## config.mk

```make
export PLATFORM = sky130hd
export DESIGN_NAME = t16_timer
export DESIGN_NICKNAME = d
export VERILOG_FILES = /design/src/t16_pin_sync.v /design/src/t16_timer.v
export VERILOG_INCLUDE_DIRS = /design/src
export SDC_FILE = /design/constraint.sdc
export NUM_CORES = 1
export LEC_CHECK = 0
export BUFFER_PORTS_ARGS = -buffer_cell sky130_fd_sc_hd__buf_2
export CORE_MARGIN = 1.5
export CORE_UTILIZATION = 60
export DETAILED_ROUTE_END_ITERATION = 10
export GPL_ROUTABILITY_DRIVEN = 1
export PLACE_DENSITY = 0.8
export SLEW_MARGIN = 30
export SYNTH_ARGS = -nofsm -noshare
export SYNTH_HDL_FRONTEND = slang
export SYNTH_HIERARCHICAL = 1
export SYNTH_SLANG_ARGS = --single-unit
```

## constraint.sdc

```tcl
create_clock -name mclk -period 9 [get_ports mclk]
set_input_delay 2.7 -clock mclk [delete_from_list [all_inputs] [get_ports mclk]]
set_output_delay 2.7 -clock mclk [all_outputs]
set_load 0.03 [all_outputs]
```

## src/t16_regs.vh

```
// register map, field positions, reset values and codes of the 16-bit timer
`ifndef T16_REGS_VH
`define T16_REGS_VH

// byte addresses on the register port
`define T16_ADDR_CCS 16'hFF40
`define T16_ADDR_TMC 16'hFF48
`define T16_ADDR_CCC 16'hFF4A
`define T16_ADDR_ESEL 16'hFF4C
`define T16_ADDR_TOC 16'hFF4E
`define T16_ADDR_CMP0_L 16'hFF12
`define T16_ADDR_CMP0_H 16'hFF13
`define T16_ADDR_CMP1_L 16'hFF14
`define T16_ADDR_CMP1_H 16'hFF15
`define T16_ADDR_CNT_L 16'hFF16
`define T16_ADDR_CNT_H 16'hFF17

// reset values
`define T16_RST_CCS 8'h00
`define T16_RST_MODE 3'h0
`define T16_RST_CCC 2'h0
`define T16_RST_ESEL 2'h0
`define T16_RST_TOC 2'h0
`define T16_RST_CMP 16'h0000
`define T16_RST_BYTE 8'h00

// count_clock_select fields
`define T16_CLOCK_OUTPUT_ENABLE_BIT 7
`define T16_CSEL_MSB 6
`define T16_CSEL_LSB 4
`define T16_OSEL_MSB 3
`define T16_OSEL_LSB 0

// timer_mode_control fields
`define T16_MODE_MSB 3
`define T16_MODE_LSB 1
`define T16_OVF_BIT 0

// capture_compare_control fields
`define T16_CAP0_BIT 0
`define T16_CAP1_BIT 1

// timer_output_control fields
`define T16_TOC_EN_BIT 0
`define T16_TOC_INV_BIT 1
`define T16_TOC_SET_BIT 2
`define T16_TOC_CLR_BIT 3
`define T16_TOC_TRIG_BIT 4

// count clock codes
`define T16_CSEL_EXT 3'h0
`define T16_CSEL_MAIN 3'h2
`define T16_CSEL_DIV2 3'h3
`define T16_CSEL_DIV4 3'h4
`define T16_CSEL_WATCH 3'h7

// clock output codes
`define T16_OSEL_SUB 4'h0
`define T16_OSEL_DIV1 4'h5
`define T16_OSEL_DIV128 4'hC

// operating modes
`define T16_MODE_STOP 3'h0
`define T16_MODE_PWM 3'h1
`define T16_CLR_EDGE 2'h2
`define T16_CLR_CMP 2'h3

// valid edge codes
`define T16_EDGE_FALL 2'h0
`define T16_EDGE_RISE 2'h1
`define T16_EDGE_BOTH 2'h2

`define T16_CNT_MAX 16'hFFFF
`define T16_DIV_W 8

`endif

```

## src/t16_pin_sync.v

```verilog
// two-stage synchroniser for an outside pin with edge detection
`timescale 1ns/100ps
module t16_pin_sync (
    input wire mclk,
    input wire sys_rst,
    input wire pin,
    output wire level,
    output wire rise,
    output wire fall
);
    reg meta_r;
    reg sync_r;
    reg last_r;

    // first stage feeds only the second; edges come from later stages
    always @(posedge mclk or posedge sys_rst) begin
        if (sys_rst) begin
            meta_r <= 1'b0;
            sync_r <= 1'b0;
            last_r <= 1'b0;
        end else begin
            meta_r <= pin;
            sync_r <= meta_r;
            last_r <= sync_r;
        end
    end

    assign level = sync_r;
    assign rise = sync_r & ~last_r;
    assign fall = ~sync_r & last_r;
endmodule

```

## src/t16_timer.v

```verilog
// 16-bit timer/event counter with programmable clock output
`timescale 1ns/100ps
`include "t16_regs.vh"
module t16_timer (
    input wire mclk,
    input wire sys_rst,
    input wire [15:0] addr,
    input wire [7:0] wr_data,
    input wire wr_stb,
    input wire rd_stb,
    output reg [7:0] rd_data,
    input wire external_event_input,
    input wire subsystem_clock,
    input wire watch_timer_output,
    output reg timer_output_pin,
    output reg clock_output_pin,
    output reg match0_req,
    output reg match1_req
);
    // software registers, counter state and combinational helpers
    reg [7:0] count_clock_select_r;
    reg [2:0] mode_field_r;
    reg overflow_flag_r;
    reg [1:0] capture_compare_control_r;
    reg [1:0] edge_select_r;
    reg [1:0] timer_output_control_r;
    reg [15:0] first_compare_r;
    reg [15:0] second_compare_r;
    reg [15:0] sixteen_bit_counter_r;
    reg [15:0] counter_nxt;
    reg [`T16_DIV_W-1:0] div_r;
    reg out_latch_r;
    reg count_tick;
    reg valid_edge;
    reg clk_sel;
    reg [7:0] read_nxt;

    // synchronised pin levels and edges
    wire ev_level;
    wire ev_rise;
    wire ev_fall;
    wire sub_level;

    // merge a written byte into one half of a 16-bit register
    function [15:0] put_byte;
        input [15:0] old;
        input [7:0] data;
        input high;
        begin
            if (high) begin
                put_byte = {data, old[7:0]};
            end else begin
                put_byte = {old[15:8], data};
            end
        end
    endfunction

    // true when a strobe hits one address
    function hit;
        input stb;
        input [15:0] a;
        input [15:0] target;
        begin
            hit = stb & (a == target);
        end
    endfunction

    // external event pin and subsystem clock come from outside mclk
    t16_pin_sync u_event_sync (
        .mclk(mclk),
        .sys_rst(sys_rst),
        .pin(external_event_input),
        .level(ev_level),
        .rise(ev_rise),
        .fall(ev_fall)
    );

    t16_pin_sync u_sub_sync (
        .mclk(mclk),
        .sys_rst(sys_rst),
        .pin(subsystem_clock),
        .level(sub_level),
        .rise(),
        .fall()
    );

    // control fields; a capture bit turns its compare register off
    wire [2:0] csel = count_clock_select_r[`T16_CSEL_MSB:`T16_CSEL_LSB];
    wire [3:0] osel = count_clock_select_r[`T16_OSEL_MSB:`T16_OSEL_LSB];
    wire [3:0] oidx = osel - `T16_OSEL_DIV1;
    wire running = (mode_field_r != `T16_MODE_STOP);
    wire pwm_mode = (mode_field_r == `T16_MODE_PWM);
    wire [1:0] clr_kind = mode_field_r[2:1];
    wire cmp0_on = ~capture_compare_control_r[`T16_CAP0_BIT];
    wire cmp1_on = ~capture_compare_control_r[`T16_CAP1_BIT];
    wire out_en = timer_output_control_r[`T16_TOC_EN_BIT];
    wire out_inv = timer_output_control_r[`T16_TOC_INV_BIT];

    // write decodes, one per writable byte address
    wire wr_ccs = hit(wr_stb, addr, `T16_ADDR_CCS);
    wire wr_tmc = hit(wr_stb, addr, `T16_ADDR_TMC);
    wire wr_ccc = hit(wr_stb, addr, `T16_ADDR_CCC);
    wire wr_esel = hit(wr_stb, addr, `T16_ADDR_ESEL);
    wire wr_toc = hit(wr_stb, addr, `T16_ADDR_TOC);
    wire wr_c0l = hit(wr_stb, addr, `T16_ADDR_CMP0_L);
    wire wr_c0h = hit(wr_stb, addr, `T16_ADDR_CMP0_H);
    wire wr_c1l = hit(wr_stb, addr, `T16_ADDR_CMP1_L);
    wire wr_c1h = hit(wr_stb, addr, `T16_ADDR_CMP1_H);

    // valid edge of the event pin, as chosen by the edge select register
    always @* begin
        case (edge_select_r)
            `T16_EDGE_FALL: valid_edge = ev_fall;
            `T16_EDGE_RISE: valid_edge = ev_rise;
            `T16_EDGE_BOTH: valid_edge = ev_rise | ev_fall;
            default: valid_edge = 1'b0;
        endcase
    end

    // count event; prohibited codes simply never count
    always @* begin
        case (csel)
            `T16_CSEL_EXT: count_tick = valid_edge;
            `T16_CSEL_MAIN: count_tick = 1'b1;
            `T16_CSEL_DIV2: count_tick = div_r[0];
            `T16_CSEL_DIV4: count_tick = &div_r[1:0];
            `T16_CSEL_WATCH: count_tick = watch_timer_output;
            default: count_tick = 1'b0;
        endcase
    end

    // matches are only seen on a count event so each lasts one cycle
    wire match0 = running & count_tick & cmp0_on &
        (sixteen_bit_counter_r == first_compare_r);
    wire match1 = running & count_tick & cmp1_on &
        (sixteen_bit_counter_r == second_compare_r);
    // clear sources; an edge clear beats counting in the same cycle
    wire clr_on_edge = running & (clr_kind == `T16_CLR_EDGE) & valid_edge;
    wire clr_on_cmp = (clr_kind == `T16_CLR_CMP) & match0;
    wire overflow = running & count_tick &
        (sixteen_bit_counter_r == `T16_CNT_MAX);
    wire out_edge_ev = mode_field_r[0] & ~pwm_mode & running & valid_edge;

    // next counter value; clearing on the match gives compare+1 counts
    always @* begin
        counter_nxt = sixteen_bit_counter_r;
        if (!running) begin
            counter_nxt = 16'h0000;
        end else if (clr_on_edge) begin
            counter_nxt = 16'h0000;
        end else if (count_tick) begin
            if (clr_on_cmp) begin
                counter_nxt = 16'h0000;
            end else begin
                counter_nxt = sixteen_bit_counter_r + 16'h0001;
            end
        end
    end

    // counter and prescaler; prescaler runs free so rates stay exact
    always @(posedge mclk or posedge sys_rst) begin
        if (sys_rst) begin
            sixteen_bit_counter_r <= `T16_RST_CMP;
            div_r <= {`T16_DIV_W{1'b0}};
        end else begin
            sixteen_bit_counter_r <= counter_nxt;
            div_r <= div_r + {{(`T16_DIV_W-1){1'b0}}, 1'b1};
        end
    end

    // control registers; mode change takes effect on the next cycle
    always @(posedge mclk or posedge sys_rst) begin
        if (sys_rst) begin
            count_clock_select_r <= `T16_RST_CCS;
            mode_field_r <= `T16_RST_MODE;
            capture_compare_control_r <= `T16_RST_CCC;
            edge_select_r <= `T16_RST_ESEL;
            timer_output_control_r <= `T16_RST_TOC;
        end else begin
            if (wr_ccs) begin
                count_clock_select_r <= wr_data;
            end
            if (wr_tmc) begin
                mode_field_r <= wr_data[`T16_MODE_MSB:`T16_MODE_LSB];
            end
            if (wr_ccc) begin
                capture_compare_control_r <= wr_data[1:0];
            end
            if (wr_esel) begin
                edge_select_r <= wr_data[1:0];
            end
            if (wr_toc) begin
                timer_output_control_r <= wr_data[1:0];
            end
        end
    end

    // overflow flag: hardware set wins over a software clear
    always @(posedge mclk or posedge sys_rst) begin
        if (sys_rst) begin
            overflow_flag_r <= 1'b0;
        end else if (overflow) begin
            overflow_flag_r <= 1'b1;
        end else if (wr_tmc) begin
            overflow_flag_r <= wr_data[`T16_OVF_BIT];
        end
    end

    // compare registers; a capture on the same cycle beats a write
    always @(posedge mclk or posedge sys_rst) begin
        if (sys_rst) begin
            first_compare_r <= `T16_RST_CMP;
            second_compare_r <= `T16_RST_CMP;
        end else begin
            if (running & valid_edge & ~cmp0_on) begin
                first_compare_r <= sixteen_bit_counter_r;
            end else if (wr_c0l | wr_c0h) begin
                first_compare_r <= put_byte(first_compare_r, wr_data, wr_c0h);
            end
            if (running & valid_edge & ~cmp1_on) begin
                second_compare_r <= sixteen_bit_counter_r;
            end else if (wr_c1l | wr_c1h) begin
                second_compare_r <= put_byte(second_compare_r, wr_data, wr_c1h);
            end
        end
    end

    // output latch: software set/reset first, then trigger, then events
    always @(posedge mclk or posedge sys_rst) begin
        if (sys_rst) begin
            out_latch_r <= 1'b0;
        end else if (wr_toc & wr_data[`T16_TOC_SET_BIT]) begin
            out_latch_r <= 1'b1;
        end else if (wr_toc & wr_data[`T16_TOC_CLR_BIT]) begin
            out_latch_r <= 1'b0;
        end else if (wr_toc & wr_data[`T16_TOC_TRIG_BIT]) begin
            out_latch_r <= ~out_latch_r;
        end else if (running & ~pwm_mode & (match0 | match1 | out_edge_ev)) begin
            out_latch_r <= ~out_latch_r;
        end
    end

    // timer output pin; stop mode freezes it at its last level
    always @(posedge mclk or posedge sys_rst) begin
        if (sys_rst) begin
            timer_output_pin <= 1'b0;
        end else if (!running) begin
            timer_output_pin <= timer_output_pin;
        end else if (pwm_mode) begin
            timer_output_pin <= out_en &
                ((sixteen_bit_counter_r < first_compare_r) ^ out_inv);
        end else begin
            timer_output_pin <= out_en & (out_latch_r ^ out_inv);
        end
    end

    // match requests: one-cycle pulses, none after the first stopped cycle
    always @(posedge mclk or posedge sys_rst) begin
        if (sys_rst) begin
            match0_req <= 1'b0;
            match1_req <= 1'b0;
        end else begin
            match0_req <= match0;
            match1_req <= match1;
        end
    end

    // clock output source; a flop output cannot reach mclk itself
    always @* begin
        if (osel == `T16_OSEL_SUB) begin
            clk_sel = sub_level;
        end else if (osel >= `T16_OSEL_DIV1 && osel <= `T16_OSEL_DIV128) begin
            clk_sel = div_r[oidx[2:0]];
        end else begin
            clk_sel = 1'b0;
        end
    end

    // clock output pin; gating after the mux keeps the enable glitch free
    always @(posedge mclk or posedge sys_rst) begin
        if (sys_rst) begin
            clock_output_pin <= 1'b0;
        end else begin
            clock_output_pin <= count_clock_select_r[`T16_CLOCK_OUTPUT_ENABLE_BIT] &
                clk_sel;
        end
    end

    // read mux; unmapped addresses and write-only bits read zero
    always @* begin
        case (addr)
            `T16_ADDR_CCS: read_nxt = count_clock_select_r;
            `T16_ADDR_TMC: read_nxt = {4'h0, mode_field_r,
                overflow_flag_r};
            `T16_ADDR_CCC: read_nxt = {6'h00, capture_compare_control_r};
            `T16_ADDR_ESEL: read_nxt = {6'h00, edge_select_r};
            `T16_ADDR_TOC: read_nxt = {6'h00,
                timer_output_control_r};
            `T16_ADDR_CMP0_L: read_nxt = first_compare_r[7:0];
            `T16_ADDR_CMP0_H: read_nxt = first_compare_r[15:8];
            `T16_ADDR_CMP1_L: read_nxt = second_compare_r[7:0];
            `T16_ADDR_CMP1_H: read_nxt = second_compare_r[15:8];
            `T16_ADDR_CNT_L: read_nxt = sixteen_bit_counter_r[7:0];
            `T16_ADDR_CNT_H: read_nxt = sixteen_bit_counter_r[15:8];
            default: read_nxt = `T16_RST_BYTE;
        endcase
    end

    // read data stands only in the cycle after the strobe
    always @(posedge mclk or posedge sys_rst) begin
        if (sys_rst) begin
            rd_data <= `T16_RST_BYTE;
        end else if (rd_stb) begin
            rd_data <= read_nxt;
        end else begin
            rd_data <= `T16_RST_BYTE;
        end
    end
endmodule

```

==> flow_summary.ini <==
[layout]
drive_gt1_frac = 0.166
diodes = 0
area_growth_pct = 8.07
final_cells = 710
nets = 648

[min_path]
hp-class = reg2reg
hold_depth = 0

[drt]
first_iter_violations = 600
ant_nets = 0
viasPerCell = 6.68
first_pass_iters = 6
routedWlPerCell_um = 21.6
vias = 4746
wl_mm = 15.3
post-route-drc-count = 0

[logic_synthesis]
synthesis.nets = 630
ys_warn_count = 6
avgSynthCellArea_um2 = 9.61
synth_cells = 579
synth_area_um2 = 5560

[clocking]
cts_tree = built
cts-root-buf = clkbuf_8
clk_latency_ps = 360
cts_hold_buf = 0
ctsResizeCount = 0
cts_buffers = 9
clock-sinks = 92
clk_path_buf_depth = 2
cts_setup_buffers = 0
clk_pin_slew_ps = 100
ctsHtreeMaxLevel = 3

[pwr]
irDropWorstVdd_mv = 0.136
power.leakage_nw = 2.93
finalPower_mw = 0.769
p_per_area_nw_per_um2 = 128

[worst_setup_path]
worstPathRequired_ps = 9210
slowest_delay_ps = 630
endpoint_kind = register
cp.arrival_ps = 5040
crit_chain = buf_2 -> or4b_4 -> or3_1 -> nor4_4 -> nand2_4 -> mux2i_1 -> a21oi_1
worstRegToRegCells = 8
setup.worst_path.start_class = input pin
crit_fanout = 8
slowest_stage = nor4_4
crit_type = in2reg

[placement]
dp_cells = 694
place.gp.congestion = 0.941
hpwlAfterDp_mm = 11.2
io_buffers = 42

[floorplanning]
die_x_um = 99.3
initial_core_util = 0.629
die_h_um = 99.3
fp-row-count = 34
coreArea_um2 = 8850
io_pins = 43
die_area_um2 = 9860

[sta]
max_slew_margin = 0.425
period_share = 0.536
finalSetupViolations = 0
setup_tns_ps = 0
tightest_slew_ps = 851
post-route-min-period_ps = 4830
fmax_mhz = 207
hold_violations = 0
rsz0062_at_grt = false
finClkSkew_ps = 12.3
maxSlewViolCount = 0

[global_routing]
grt_pass1_vias = 4682
antenna_found_initial = 0
grt_pass1_wl_mm = 25.0
overflow = 0
grt_max_degree = 88
track_usage = 0.331

[run_status]
status = completed

[run]
cap_violations = 0
==> path summary, 6_finish.rpt <==
check,endpoint,slack [ps],start
setup / recovery,first_compare_r[1],4170,addr[6]
setup reg to reg,sixteen_bit_counter_r[9],5920,sixteen_bit_counter_r[9]
hold / removal,u_sub_sync/level,370,u_sub_sync/meta_r
hold reg to reg,u_sub_sync/level,370,u_sub_sync/meta_r
max in group asynchronous,timer_output_control_r[0],5910,sys_rst
min in group asynchronous,u_sub_sync/level,2210,sys_rst
==> worst max-delay path, delay by kind of cell <==
family,cells,cell delay (ps)
multiplexers,1,200
AO/OA/AOI/OAI,1,100
buffers and inverters,1,100
AND/OR/NAND/NOR,4,1940
==> placed cells by master (no fill, tap or decap), types with 3 or more instances in the layout <==
cell type and count:
nand2b_1 3, a32oi_1 3, a222oi_1 8, o22ai_1 3, nor2b_1 6, nor4_1 7, o211ai_1 4, a21oi_1 25
a31oi_1 8, nor2_1 43, and4_1 5, and3_1 12, nor3b_1 13, nor4_4 3, a22oi_1 21, nor3_1 8
nand4_1 9, a21o_1 10, clkinv_4 3, xor2_1 15, clkbuf_8 9, buf_2 42, o21ai_1 10, dfrtp_1 92
ha_1 20, xnor2_1 10, mux2_2 19, mux2i_1 29, and2_1 3, a221oi_1 5, o21ai_0 20, inv_1 32
o21a_1 3, nand3_1 15, or3_1 5, nand2_1 41
==> stage by stage <==
step | hold WS (ps) | util | area, µm² | setup WS [ps]
floorplan | 331 | - | 5560 | 4050
CTS | 372 | 0.680 | 6010 | 4240
global route | 383 | 0.680 | 6010 | 4060
detailed placement | 340 | 0.654 | 5790 | 3880
finish | 371 | 0.680 | 6010 | 4170
global placement | 335 | 0.653 | 5770 | 3870
==> flip-flops by register name, indices dropped and copies added, names as in the netlist, 2 cells and up <==
name,count
timer_output_control_r,2
second_compare_r,16
div_r,8
count_clock_select_r,8
first_compare_r,16
capture_compare_control_r,2
rd_data,8
sixteen_bit_counter_r,16
mode_field_r,3
edge_select_r,2
==> power by group <==
group | internal [mW] | switching (mW) | total (mW)
combinational | 0.00955 | 0.0263 | 0.0359
sequential | 0.414 | 0.000586 | 0.415
clock | 0.159 | 0.159 | 0.318
total | 0.582 | 0.186 | 0.769
==> layout make-up <==
| class | count | area, µm² |
|---|---|---|
| clock buffer | 9 | 124 |
| sequential | 92 | 2300 |
| inverter | 33 | 125 |
| timing repair buffer | 44 | 229 |
| fill | 704 | 2840 |
| multi-input combinational | 417 | 3000 |
| tap | 108 | 135 |
| clock inverter | 7 | 100 |
==> per-layer routing <==
| layer | part of all wire | global-route usage | vias up |
|---|---|---|---|
| met3 | 0.10 | 0.0618 | 50 |
| li1 | - | - | 2134 |
| met4 | 0.041 | 0.124 | 0 |
| met5 | 0 | 0 | - |
| met1 | 0.41 | 0.459 | 2279 |
| met2 | 0.45 | 0.522 | 283 |
No activity file was read; power rests on OpenSTA's default activity.
